**config.mk**
```make
export PLATFORM = sky130hd
export DESIGN_NAME = hdtx_top
export DESIGN_NICKNAME = d
export VERILOG_FILES = /design/src/verilog/hdtx_pkg.sv /design/src/verilog/hdtx_top.sv
export SDC_FILE = /design/constraint.sdc
export NUM_CORES = 1
export LEC_CHECK = 0
export ABC_AREA = 0
export BUFFER_PORTS_ARGS = -buffer_cell sky130_fd_sc_hd__buf_2
export CORE_AREA = 2 2 187 143
export DETAILED_ROUTE_END_ITERATION = 16
export DIE_AREA = 0 0 189 145
export GPL_ROUTABILITY_DRIVEN = 0
export PLACE_DENSITY = 0.68
export SYNTH_ARGS = -nofsm -noshare
export SYNTH_HDL_FRONTEND = slang
export SYNTH_HIERARCHICAL = 1
export SYNTH_SLANG_ARGS = --single-unit
```
**constraint.sdc**
```tcl
create_clock -name hclk -period 3.9 [get_ports hclk]
set_input_delay 0.39 -clock hclk [delete_from_list [all_inputs] [get_ports hclk]]
set_output_delay 0.39 -clock hclk [all_outputs]
set_load 0.05 [all_outputs]
```
**src/verilog/hdtx_pkg.sv**
```systemverilog
// Purpose: Constants and types for the HDLC transmit controller
// Assumes: AHB-Lite register access, 16-bit registers in word slots
// Notes: Register indices times four give the byte addresses
package hdtx_pkg;

	// ----------------------------------------------------------------
	// Register indices
	// ----------------------------------------------------------------
	localparam logic [7:0] IDX_CTRL = 8'ha0;
	localparam logic [7:0] IDX_DATA = 8'ha2;
	localparam logic [7:0] IDX_STAT = 8'ha4;
	localparam logic [7:0] IDX_LATCH = 8'ha6;
	localparam logic [7:0] IDX_IEN = 8'ha8;

	// ----------------------------------------------------------------
	// Field layout and reset values
	// ----------------------------------------------------------------
	localparam logic [15:0] CTRL_RESET = 16'h0800;
	localparam logic [15:0] CTRL_MASK = 16'h1f7f;
	localparam logic [15:0] EVT_MASK = 16'h003b;
	localparam logic [4:0] LEVEL_RESET = 5'h08;
	localparam int DATA_BYTE_LSB = 8;
	localparam int DATA_LAST_BIT = 0;
	localparam int STAT_FILL_LSB = 8;
	localparam int STAT_FULL = 2;
	localparam int STAT_EMPTY = 1;
	localparam int STAT_AVAIL = 0;
	localparam int LAT_OVF = 5;
	localparam int LAT_UNF = 4;
	localparam int LAT_PEND = 3;
	localparam int LAT_EMPTY = 1;
	localparam int LAT_AVAIL = 0;

	typedef struct packed {
		logic [2:0] rsv_hi;
		logic [4:0] level;
		logic rsv7;
		logic inhibit;
		logic force_err;
		logic fill_ones;
		logic msb_first;
		logic invert;
		logic fcs_off;
		logic flush;
	} hdtx_ctrl_s;

	typedef struct packed {
		logic [7:0] data;
		logic last;
	} hdtx_entry_s;

	// ----------------------------------------------------------------
	// Framing and timing
	// ----------------------------------------------------------------
	localparam int FIFO_DEPTH = 16;
	localparam logic [7:0] FLAG_BYTE = 8'h7e;
	localparam logic [7:0] ONES_BYTE = 8'hff;
	localparam logic [15:0] CRC_POLY = 16'h8408;
	localparam logic [15:0] CRC_INIT = 16'hffff;
	localparam logic [2:0] STUFF_LIMIT = 3'h5;
	localparam int CLK_NS = 10;
	localparam int POWERUP_NS = 40;
	localparam int POWERUP_CYC = (POWERUP_NS + CLK_NS - 1) / CLK_NS;

	typedef enum logic [2:0] {
		ST_IDLE = 3'b000,
		ST_OPEN = 3'b001,
		ST_DATA = 3'b010,
		ST_FCS_LO = 3'b011,
		ST_FCS_HI = 3'b100,
		ST_CLOSE = 3'b101
	} hdtx_state_e;

endpackage

```
**src/verilog/hdtx_top.sv**
```systemverilog
// Purpose: HDLC transmit packet processor with its transmit FIFO
// Assumes: One clock, bit strobe from the overhead insertion path
`timescale 1ns/1ps

// --------------------------------------------------------------------
// Synchronous FIFO
// --------------------------------------------------------------------
module hdtx_fifo #(
	parameter int W = 9,
	parameter int D = 16
) (
	// Clock and control
	input wire logic clk,
	input wire logic rstn,
	input wire logic ce,
	input wire logic clear,
	// Fill side
	input wire logic in_valid,
	output logic in_ready,
	input wire logic [W-1:0] in_data,
	// Drain side
	output logic out_valid,
	input wire logic out_ready,
	output logic [W-1:0] out_data,
	// Free entries
	output logic [$clog2(D):0] free
);
	localparam int AW = $clog2(D);
	logic [W-1:0] mem_reg [D];
	logic [AW-1:0] wp_reg;
	logic [AW-1:0] rp_reg;
	logic [AW:0] cnt_reg;
	logic push;
	logic pop;

	assign in_ready = (cnt_reg != D[AW:0]) && !clear;
	assign out_valid = (cnt_reg != '0) && !clear;
	assign push = in_valid && in_ready;
	assign pop = out_valid && out_ready;
	assign out_data = mem_reg[rp_reg];
	assign free = D[AW:0] - cnt_reg;

	always_ff @(posedge clk)
	begin
		if (ce && push)
		begin
			mem_reg[wp_reg] <= in_data;
		end
	end

	always_ff @(posedge clk or negedge rstn)
	begin
		if (!rstn)
		begin
			wp_reg <= '0;
			rp_reg <= '0;
			cnt_reg <= '0;
		end
		else if (ce)
		begin
			if (clear)
			begin
				wp_reg <= '0;
				rp_reg <= '0;
				cnt_reg <= '0;
			end
			else
			begin
				if (push)
					wp_reg <= wp_reg + 1'b1;
				if (pop)
					rp_reg <= rp_reg + 1'b1;
				if (push && !pop)
					cnt_reg <= cnt_reg + 1'b1;
				else if (pop && !push)
					cnt_reg <= cnt_reg - 1'b1;
			end
		end
	end
endmodule

// --------------------------------------------------------------------
// Transmit controller top
// --------------------------------------------------------------------
module hdtx_top (
	// Clock, reset, enable
	input wire logic hclk,
	input wire logic hresetn,
	input wire logic ce,
	// AHB-Lite slave
	input wire logic hsel,
	input wire logic [31:0] haddr,
	input wire logic [1:0] htrans,
	input wire logic hwrite,
	input wire logic [2:0] hsize,
	input wire logic [31:0] hwdata,
	input wire logic hready,
	output logic hreadyout,
	output logic hresp,
	output logic [31:0] hrdata,
	// Overhead path
	input wire logic tx_bit_en,
	output logic tx_line
);
	localparam int FW = $bits(hdtx_pkg::hdtx_entry_s);

	hdtx_pkg::hdtx_ctrl_s ctrl_reg;
	logic [15:0] lat_reg;
	logic [15:0] ien_reg;
	logic wr_pend_reg;
	logic [7:0] idx_reg;
	logic [31:0] hrdata_reg;
	hdtx_pkg::hdtx_state_e st_reg;
	hdtx_pkg::hdtx_state_e st_next;
	logic [7:0] shift_reg;
	logic [7:0] load_next;
	logic [2:0] bit_cnt_reg;
	logic [2:0] ones_reg;
	logic [15:0] crc_reg;
	logic [15:0] crc_next;
	logic [15:0] fcs_val;
	logic cur_last_reg;
	logic line_reg;
	logic [2:0] pwr_cnt_reg;
	logic flush_d_reg;
	logic empty_d_reg;
	logic avail_d_reg;
	logic ctl_written_reg;
	logic addr_ok;
	logic data_wr;
	logic push_req;
	logic fifo_in_ready;
	logic fifo_out_valid;
	logic pop;
	hdtx_pkg::hdtx_entry_s fifo_out;
	hdtx_pkg::hdtx_entry_s fifo_in;
	logic [4:0] free;
	logic avail;
	logic [8:0] need;
	logic stuff_on;
	logic do_stuff;
	logic raw_bit;
	logic byte_done;
	logic underflow;
	logic [15:0] lat_set;
	logic [15:0] stat_val;
	logic [15:0] rd_val;
	logic [7:0] fill_byte;

	function automatic logic [7:0] order8(input logic [7:0] b,
		input logic msb);
		order8 = msb ? {b[0], b[1], b[2], b[3], b[4], b[5], b[6], b[7]}
			: b;
	endfunction

	// ----------------------------------------------------------------
	// Bus decode
	// ----------------------------------------------------------------
	assign addr_ok = hsel && hready && htrans[1];
	assign hreadyout = 1'b1;
	assign hresp = 1'b0;
	assign hrdata = hrdata_reg;
	assign data_wr = wr_pend_reg && (idx_reg == hdtx_pkg::IDX_DATA);

	always_ff @(posedge hclk or negedge hresetn)
	begin
		if (!hresetn)
		begin
			wr_pend_reg <= 1'b0;
			idx_reg <= '0;
			hrdata_reg <= '0;
		end
		else if (ce)
		begin
			wr_pend_reg <= addr_ok && hwrite;
			idx_reg <= haddr[9:2];
			if (addr_ok && !hwrite)
				hrdata_reg <= {16'h0000, rd_val};
		end
	end

	// ----------------------------------------------------------------
	// Register map
	// ----------------------------------------------------------------
	assign need = {1'b0, ctrl_reg.level, 3'b000} + 9'h001;
	assign avail = {4'h0, free} >= need;
	always_comb
	begin
		stat_val = '0;
		stat_val[hdtx_pkg::STAT_FILL_LSB +: 6] = {4'h0, free[4:3]};
		stat_val[hdtx_pkg::STAT_FULL] = !fifo_in_ready && !ctrl_reg.flush;
		stat_val[hdtx_pkg::STAT_EMPTY] = !fifo_out_valid;
		stat_val[hdtx_pkg::STAT_AVAIL] = avail;
	end
	always_comb
	begin
		case (haddr[9:2])
			hdtx_pkg::IDX_CTRL: rd_val = ctrl_reg;
			hdtx_pkg::IDX_DATA: rd_val = 16'h0000;
			hdtx_pkg::IDX_STAT: rd_val = stat_val;
			hdtx_pkg::IDX_LATCH: rd_val = lat_reg;
			hdtx_pkg::IDX_IEN: rd_val = ien_reg;
			default: rd_val = 16'h0000;
		endcase
	end

	always_ff @(posedge hclk or negedge hresetn)
	begin
		if (!hresetn)
		begin
			ctrl_reg <= hdtx_pkg::CTRL_RESET;
			ien_reg <= '0;
			ctl_written_reg <= 1'b0;
		end
		else if (ce && wr_pend_reg)
		begin
			if (idx_reg == hdtx_pkg::IDX_CTRL)
			begin
				ctrl_reg <= hwdata[15:0] & hdtx_pkg::CTRL_MASK;
				ctl_written_reg <= 1'b1;
			end
			if (idx_reg == hdtx_pkg::IDX_IEN)
				ien_reg <= hwdata[15:0] & hdtx_pkg::EVT_MASK;
		end
	end

	// Latched events, set wins over write-one clear
	always_ff @(posedge hclk or negedge hresetn)
	begin
		if (!hresetn)
		begin
			lat_reg <= '0;
			flush_d_reg <= 1'b0;
			empty_d_reg <= 1'b1;
			avail_d_reg <= 1'b0;
		end
		else if (ce)
		begin
			flush_d_reg <= ctrl_reg.flush;
			empty_d_reg <= !fifo_out_valid;
			avail_d_reg <= avail;
			if (wr_pend_reg && idx_reg == hdtx_pkg::IDX_LATCH)
				lat_reg <= (lat_reg & ~hwdata[15:0]) | lat_set;
			else
				lat_reg <= lat_reg | lat_set;
		end
	end

	always_comb
	begin
		lat_set = '0;
		lat_set[hdtx_pkg::LAT_OVF] = push_req && !fifo_in_ready;
		lat_set[hdtx_pkg::LAT_UNF] = underflow;
		lat_set[hdtx_pkg::LAT_PEND] = pop && fifo_out.last;
		lat_set[hdtx_pkg::LAT_EMPTY] = (!fifo_out_valid && !empty_d_reg)
			|| (flush_d_reg && !ctrl_reg.flush);
		lat_set[hdtx_pkg::LAT_AVAIL] = (avail && !avail_d_reg)
			|| (flush_d_reg && !ctrl_reg.flush);
	end

	// ----------------------------------------------------------------
	// FIFO fill and power-up hold-off
	// ----------------------------------------------------------------
	always_ff @(posedge hclk or negedge hresetn)
	begin
		if (!hresetn)
			pwr_cnt_reg <= '0;
		else if (ce)
		begin
			if (ctrl_reg.flush)
				pwr_cnt_reg <= 3'(hdtx_pkg::POWERUP_CYC);
			else if (pwr_cnt_reg != '0)
				pwr_cnt_reg <= pwr_cnt_reg - 1'b1;
		end
	end

	// Data port writes are dropped while flushing or powering up
	assign push_req = data_wr && !ctrl_reg.flush
		&& (pwr_cnt_reg == '0);
	assign fifo_in.data = hwdata[hdtx_pkg::DATA_BYTE_LSB +: 8];
	assign fifo_in.last = hwdata[hdtx_pkg::DATA_LAST_BIT];

	hdtx_fifo #(
		.W(FW),
		.D(hdtx_pkg::FIFO_DEPTH)
	) u_fifo (
		.clk(hclk),
		.rstn(hresetn),
		.ce(ce),
		.clear(ctrl_reg.flush),
		.in_valid(push_req),
		.in_ready(fifo_in_ready),
		.in_data(fifo_in),
		.out_valid(fifo_out_valid),
		.out_ready(pop),
		.out_data(fifo_out),
		.free(free)
	);

	// ----------------------------------------------------------------
	// Bit engine and framing sequence
	// ----------------------------------------------------------------
	assign fill_byte = ctrl_reg.fill_ones ? hdtx_pkg::ONES_BYTE
		: hdtx_pkg::FLAG_BYTE;
	assign stuff_on = (st_reg == hdtx_pkg::ST_DATA)
		|| (st_reg == hdtx_pkg::ST_FCS_LO) || (st_reg == hdtx_pkg::ST_FCS_HI);
	// Closing flag waits for the zero owed after five trailing ones
	assign do_stuff = (ones_reg == hdtx_pkg::STUFF_LIMIT) && (stuff_on
		|| (st_reg == hdtx_pkg::ST_CLOSE && bit_cnt_reg == 3'h0));
	assign raw_bit = do_stuff ? 1'b0 : shift_reg[0];
	assign byte_done = tx_bit_en && !do_stuff && (bit_cnt_reg == 3'h7);
	assign fcs_val = ctrl_reg.force_err ? crc_next : ~crc_next;

	always_comb
	begin
		crc_next = crc_reg;
		if (tx_bit_en && !do_stuff && st_reg == hdtx_pkg::ST_DATA)
			crc_next = (crc_reg >> 1)
				^ ((shift_reg[0] ^ crc_reg[0]) ? hdtx_pkg::CRC_POLY : 16'h0000);
	end

	always_comb
	begin
		st_next = st_reg;
		load_next = fill_byte;
		pop = 1'b0;
		underflow = 1'b0;
		case (st_reg)
			hdtx_pkg::ST_IDLE, hdtx_pkg::ST_CLOSE:
			begin
				st_next = hdtx_pkg::ST_IDLE;
				if (fifo_out_valid && !ctrl_reg.inhibit)
				begin
					st_next = hdtx_pkg::ST_OPEN;
					load_next = hdtx_pkg::FLAG_BYTE;
				end
			end
			hdtx_pkg::ST_OPEN, hdtx_pkg::ST_DATA:
			begin
				if (st_reg == hdtx_pkg::ST_DATA && cur_last_reg)
				begin
					st_next = ctrl_reg.fcs_off ? hdtx_pkg::ST_CLOSE
						: hdtx_pkg::ST_FCS_LO;
					load_next = ctrl_reg.fcs_off ? hdtx_pkg::FLAG_BYTE
						: fcs_val[7:0];
				end
				else if (fifo_out_valid)
				begin
					st_next = hdtx_pkg::ST_DATA;
					pop = byte_done;
					load_next = order8(fifo_out.data,
						ctrl_reg.msb_first);
				end
				else
				begin
					st_next = hdtx_pkg::ST_CLOSE;
					load_next = hdtx_pkg::FLAG_BYTE;
					underflow = byte_done;
				end
			end
			hdtx_pkg::ST_FCS_LO:
			begin
				st_next = hdtx_pkg::ST_FCS_HI;
				load_next = fcs_val[15:8];
			end
			hdtx_pkg::ST_FCS_HI:
			begin
				st_next = hdtx_pkg::ST_CLOSE;
				load_next = hdtx_pkg::FLAG_BYTE;
			end
			default:
			begin
				st_next = hdtx_pkg::ST_IDLE;
			end
		endcase
	end

	always_ff @(posedge hclk or negedge hresetn)
	begin
		if (!hresetn)
		begin
			st_reg <= hdtx_pkg::ST_IDLE;
			shift_reg <= hdtx_pkg::FLAG_BYTE;
			bit_cnt_reg <= '0;
			ones_reg <= '0;
			crc_reg <= hdtx_pkg::CRC_INIT;
			cur_last_reg <= 1'b0;
		end
		else if (ce)
		begin
			if (ctrl_reg.flush)
			begin
				st_reg <= hdtx_pkg::ST_IDLE;
				shift_reg <= fill_byte;
				bit_cnt_reg <= '0;
				ones_reg <= '0;
			end
			else if (tx_bit_en)
			begin
				ones_reg <= (do_stuff || !shift_reg[0]) ? 3'h0
					: ones_reg + 1'b1;
				crc_reg <= (st_next == hdtx_pkg::ST_OPEN && byte_done)
					? hdtx_pkg::CRC_INIT : crc_next;
				if (!do_stuff)
				begin
					bit_cnt_reg <= bit_cnt_reg + 1'b1;
					shift_reg <= {1'b0, shift_reg[7:1]};
				end
				if (byte_done)
				begin
					st_reg <= st_next;
					shift_reg <= load_next;
					if (pop)
						cur_last_reg <= fifo_out.last;
				end
			end
		end
	end

	always_ff @(posedge hclk or negedge hresetn)
	begin
		if (!hresetn)
			line_reg <= 1'b1;
		else if (ce && tx_bit_en)
			line_reg <= raw_bit ^ ctrl_reg.invert;
	end
	assign tx_line = line_reg;
endmodule
```
# ---- Word-level counts from Yosys, hierarchy flattened
# Memories as Yosys holds them, arrays and structs flattened.
# Index checks and enable logic that the tools add are counted.
# Widths: inputs -> output; s select.
dict set report word_totals {
  reg_bits 112
  latch_bits 0
  mem_bits_rw 144
  rom_bits 0
  inputBits 76
  output_inout_bits 35
  elab_cells 189
  memories 1
}
dict set report classes {
  add_sub_neg 9
  n_mul 0
  n_div 0
  order_cmp 1
  eq_ne 19
  shifts 0
  muxes 49
  bitwise_logic 9
  reduce_logical 74
}
# memory words word_bits read_ports rd_ports_with_merged_regs wr line_no
set mem_list {}
lappend mem_list {u_fifo.mem_reg 16 9 1 0 1 hdtx_top.sv:29} ;# logic [W-1:0] mem_reg [D];
# op n
set ops {}
lappend ops {{$mux 16} 5}
lappend ops {{$mux 8} 10}
lappend ops {{$eq 8x8->1 const B} 8}
lappend ops {{$pmux 16 s4} 1}
lappend ops {{$mux 3} 14}
lappend ops {{$not 16->16} 2}
lappend ops {{$or 16x6->16} 2}
lappend ops {{$pmux 8 s4} 1}
lappend ops {{$logic_and 1x1->1} 31}
lappend ops {{$and 16x16->16} 1}
lappend ops {{$mux 4} 4}
lappend ops {{$reduce_and 2->1} 8}
lappend ops {{$xor 15x16->16} 1}
lappend ops {{$mux 5} 3}
lappend ops {{$eq 3x3->1 const B} 4}
lappend ops {{$pmux 3 s4} 1}
lappend ops {{$reduce_and 3->1} 4}
lappend ops {{$logic_not 1->1} 11}
lappend ops {{$mux 1} 10}
lappend ops {{$reduce_bool 2->1} 5}
lappend ops {{$add 8x1->9 const B} 1}
lappend ops {{$ge 5x9->1} 1}
lappend ops {{$logic_not 3->1} 3}
lappend ops {{$add 4x1->4 const B} 2}
lappend ops {{other kinds (17)} 28}

# ---- Logic depth before layout (Yosys ltp)
dict set report logic_depth {
  ltp_word 17
  depth_mapped 16
  mapped_depth_nobuf 16
}

# ---- Modules after synthesis
# The synthesis kept the hierarchy.
# module instances cells_per_inst area_per_inst_um2 seq_area_each_um2
set modules_own_cells {}
lappend modules_own_cells {hdtx_fifo 1 386 6532.5 4649.5}
lappend modules_own_cells {hdtx_top 1 551 5381.4 2508.7}

# ---- Least setup slack after synthesis
# OpenSTA, ideal clock, no wires.
dict set report synth_timing {
  path_kind {register to register}
  startpoint {register u_fifo.cnt_reg[0]}
  endpoint {register u_fifo.cnt_reg[4]}
  setup_ps 83
  t_arrival_ps 3149
  t_required_ps 3817
  setup_slack_ps 669
  path_stages_with_launch 17
  n_path_buf 0
  period_less_slack_ps 3231
  cell_sequence {dfrtp_1 inv_1 ha_1 nor3b_1 ha_1 nor2_1 inv_1 nor2_1 and4_1 nand2b_1 nand3_1 fa_1 a21o_1 a21oi_1 xor2_1 or3_1 o21ai_0}
}
dict set report synth_between {
  elab_chain_cells 10
  word_cells_on_any_way 20
  classes_between {add/sub (2); eq/ne (1); mux (6); reduce/logical (11)}
}
# item line_no
set synth_rtl {}
lappend synth_rtl {{start: declaration} hdtx_top.sv:32} ;# logic [AW:0] cnt_reg;
lappend synth_rtl {{start signal: assignment} hdtx_top.sv:74} ;# cnt_reg <= cnt_reg + 1'b1;
lappend synth_rtl {{start signal: assignment} hdtx_top.sv:76} ;# cnt_reg <= cnt_reg - 1'b1;
lappend synth_rtl {{$reduce_bool 5->1 (*)} hdtx_top.sv:37} ;# assign out_valid = (cnt_reg != '0) && !clear;
lappend synth_rtl {{$logic_and 1x1->1 (*)} hdtx_top.sv:37}
lappend synth_rtl {{net fifo_out_valid} hdtx_top.sv:133} ;# logic fifo_out_valid;
lappend synth_rtl {{$mux 1 (*)} hdtx_top.sv:347} ;# else if (fifo_out_valid)
lappend synth_rtl {{$mux 1 (*)} hdtx_top.sv:340} ;# if (st_reg == hdtx_pkg::ST_DATA && cur_last_reg)
lappend synth_rtl {{$mux 1 (*)} hdtx_top.sv:328} ;# case (st_reg)
lappend synth_rtl {{net pop} hdtx_top.sv:134} ;# logic pop;
lappend synth_rtl {{$logic_and 1x1->1 (*)} hdtx_top.sv:39} ;# assign pop = out_valid && out_ready;
lappend synth_rtl {{$logic_not 1->1} hdtx_top.sv:73} ;# if (push && !pop)
lappend synth_rtl {{$logic_and 1x1->1} hdtx_top.sv:73}
lappend synth_rtl {{$reduce_bool 3->1 (no line) / $mux 5 (equally long branches)} --}
lappend synth_rtl {{$reduce_and 2->1 (no line) / $mux 5 (equally long branches)} --}
# Mark *: on every way through the listed nets, which the timed path passes. The rest lies on a longest branch. The select of a mux whose other input is x is not followed.
# A chain may end at the register's enable or synchronous reset.

# ---- Final worst setup path
# Same ends and word-level chain as after synthesis.

==> results.toml <==
[run_status]
status = "finished, final reports clean"

[floorplanning]
boundaryPins = 111
die_area_um2 = 27400
die_w_um = 189
fp-row-count = 51
initial_core_util = 0.466
die_h_um = 145
core-area_um2 = 25600

[clocking]
h-tree-depth = 1
cts_tree = "yes"
cts_made_buffers = 25
cts_resized = 0
path_clk_slew_ns = 0.07
clockBufferDepth = 3
cts_root_buf = "clkbuf_16"
cts_sinks = 256
clk_latency_ns = 0.53

[final_layout]
largest_reg_flops = 144
layout_common_cells = "edfxtp_1, nand2_1, dfrtp_1"
fill_cells = 2157
final_common_cell = "edfxtp_1"
fin_nets = 1102
antennaDiodeCount = 0
multi_input_area_um2 = 4330
syn_to_final_growth_pct = 12.9
seqCellArea_um2 = 7160
drive_gt1_frac = 0.207

[synth]
synth_edf_count = 144
yosysTopAreaCellShare = 0.363
seq_area_frac_synth = 0.601
synth_top_flop_cell = "edfxtp_1"
yosys_warnings = 6
mappedNetlistArea_um2 = 11900
ys_ff_latch = 256
synth_cell_type_count = 72
yosys-top-cells-area = "edfxtp_1, dfrtp_1, dfstp_2, mux2i_1, mux4_2"
postSynthAreaPerCell_um2 = 12.7
synthCells = 937
synthArstFlopShare = 0.438
yosysTopAreaCell = "edfxtp_1"

[grt]
antenna_found_initial = 0
track_usage = 0.202
grt_pass1_vias = 7551
grt_max_degree = 49
grt_remaining_overflow = 0
grt_pass1_wl_mm = 43.5

[drt]
drt_first_iter_violations = 796
dr.pass1.iters = 5
wl_per_cell_um = 20.1
drt-total-wl_mm = 27.5
drc_errors = 0
vias = 7834
vias_per_cell = 5.73
ant_nets = 0

[sta]
timing.fmax_ghz = 0.276
hold_viol = 0
period_needed_ns = 3.63
rsz0062_at_grt = "false"
tightestPinTransition_ns = 0.999
relSlewSlack = 0.334
min_period_over_period = 0.931
final-max-slew-violation-count = 0
setup_viol = 0
setup_tns_ns = 0
finClkSkew_ns = 0.0109

[pwr]
total_power_w = 0.00743
p_leak_nw = 5.44
peakVddDrop_mv = 0.330
power.density_nw_per_um2 = 553

[critical_path]
cp_max_fo = 7
endpoint_kind = "flop"
critical_path_class = "reg -> reg"
startpoint_type = "flop"
required_ns = 4.35
arrival_ns = 4.08

[placed_design]
io_buffer_count = 48
dp.final_hpwl_mm = 18.7

[run]
maxCapViolCount = 0

[hold_path]
min_path_type = "in -> reg"
## layer usage
metal / track usage / routed length (um) / vias up
li1: - / - / 3602
met1: 0.322 / 13400 / 3944
met2: 0.296 / 11900 / 258
met3: 0.0322 / 1820 / 30
met4: 0.0316 / 358 / 0
met5: 0 / 0 / -
## kinds of logic after synthesis
group | after synthesis | synth area share
compound gates | 207 | 0.117
xor+xnor | 27 | 0.0211
fa+ha+maj | 22 | 0.0237
buf+inv | 93 | 0.0417
flops | 256 | 0.601
mux | 94 | 0.101
other cells | 2 | 0.000630
simple gates | 236 | 0.0940
## what timing repair did
item | CTS | global route
endpoints found under the hold margin | 45 | 0
buffers inserted | 0 | 0
hold buffers | 1 | 0
## worst max-delay path: stages (launching register included)
cell,delay [ns]
dfrtp_1,0.45
inv_1,0.09
ha_1,0.17
nor3b_1,0.30
ha_1,0.26
nor2_1,0.07
inv_1,0.14
nor2_1,0.09
and4_1,0.22
nand2b_1,0.16
nand3_1,0.26
fa_1,0.49
a21o_1,0.20
a21oi_1,0.17
xor2_1,0.10
or3_1,0.31
o21ai_0,0.07
## synth_stat cells (24+ instances only)
library cell,count
nor2_1,33
edfxtp_1,144
inv_1,30
dfstp_2,25
a21oi_1,24
nand2_1,104
o21ai_0,58
mux2i_1,45
nand3_1,31
dfrtp_1,87
mux2_2,31
## worst paths after layout
| check | start | endpoint | slack (ns) | cells past startpoint |
|---|---|---|---|---|
| hold / removal | hwdata[7] | lat_reg[7] | 0.06 | 2 |
| setup / recovery | u_fifo/cnt_reg[0] | u_fifo/cnt_reg[4] | 0.27 | 16 |
| hold reg to reg | hrdata[7] | hrdata[7] | 0.48 | 2 |
| setup reg to reg | u_fifo/cnt_reg[0] | u_fifo/cnt_reg[4] | 0.27 | 16 |
| min in group asynchronous | hresetn | idx_reg[1] | 0.43 | 2 |
| max in group asynchronous | hresetn | shift_reg[5] | 2.48 | 3 |
## power breakdown
group / leakage [nW] / switching (W) / internal (W)
clock: 0.421 / 0.00102 / 0.00157
sequential: 2.68 / 0.000248 / 0.00313
combinational: 2.34 / 0.000836 / 0.000628
total: 5.44 / 0.00211 / 0.00533
## final cells by class
| type | instances | share of cell area |
|---|---|---|
| Clock buffer | 26 | 0.0468 |
| Clock inverter | 20 | 0.0189 |
| Inverter | 31 | 0.00865 |
| Multi-Input combinational cell | 604 | 0.322 |
| Sequential cell | 256 | 0.533 |
| Tap cell | 344 | 0.0320 |
| Timing Repair Buffer | 86 | 0.0394 |
## metrics by stage
stage / std cells / utilization / hold slack [ns] / cell area (um^2) / setup slack [ns]
5_1_grt: 1367 / 0.526 / 0.0486 / 13400 / 0.00302
2_1_floorplan: 953 / - / 0.0944 / 12000 / 0.669
3_3_place_gp: 1320 / 0.491 / 0.459 / 12600 / 0.386
6_report: 1367 / 0.526 / 0.0591 / 13400 / 0.270
3_5_place_dp: 1320 / 0.491 / 0.460 / 12600 / 0.324
4_1_cts: 1367 / 0.526 / 0.0415 / 13400 / 0.305
Power figures use the tool's default switching activity.
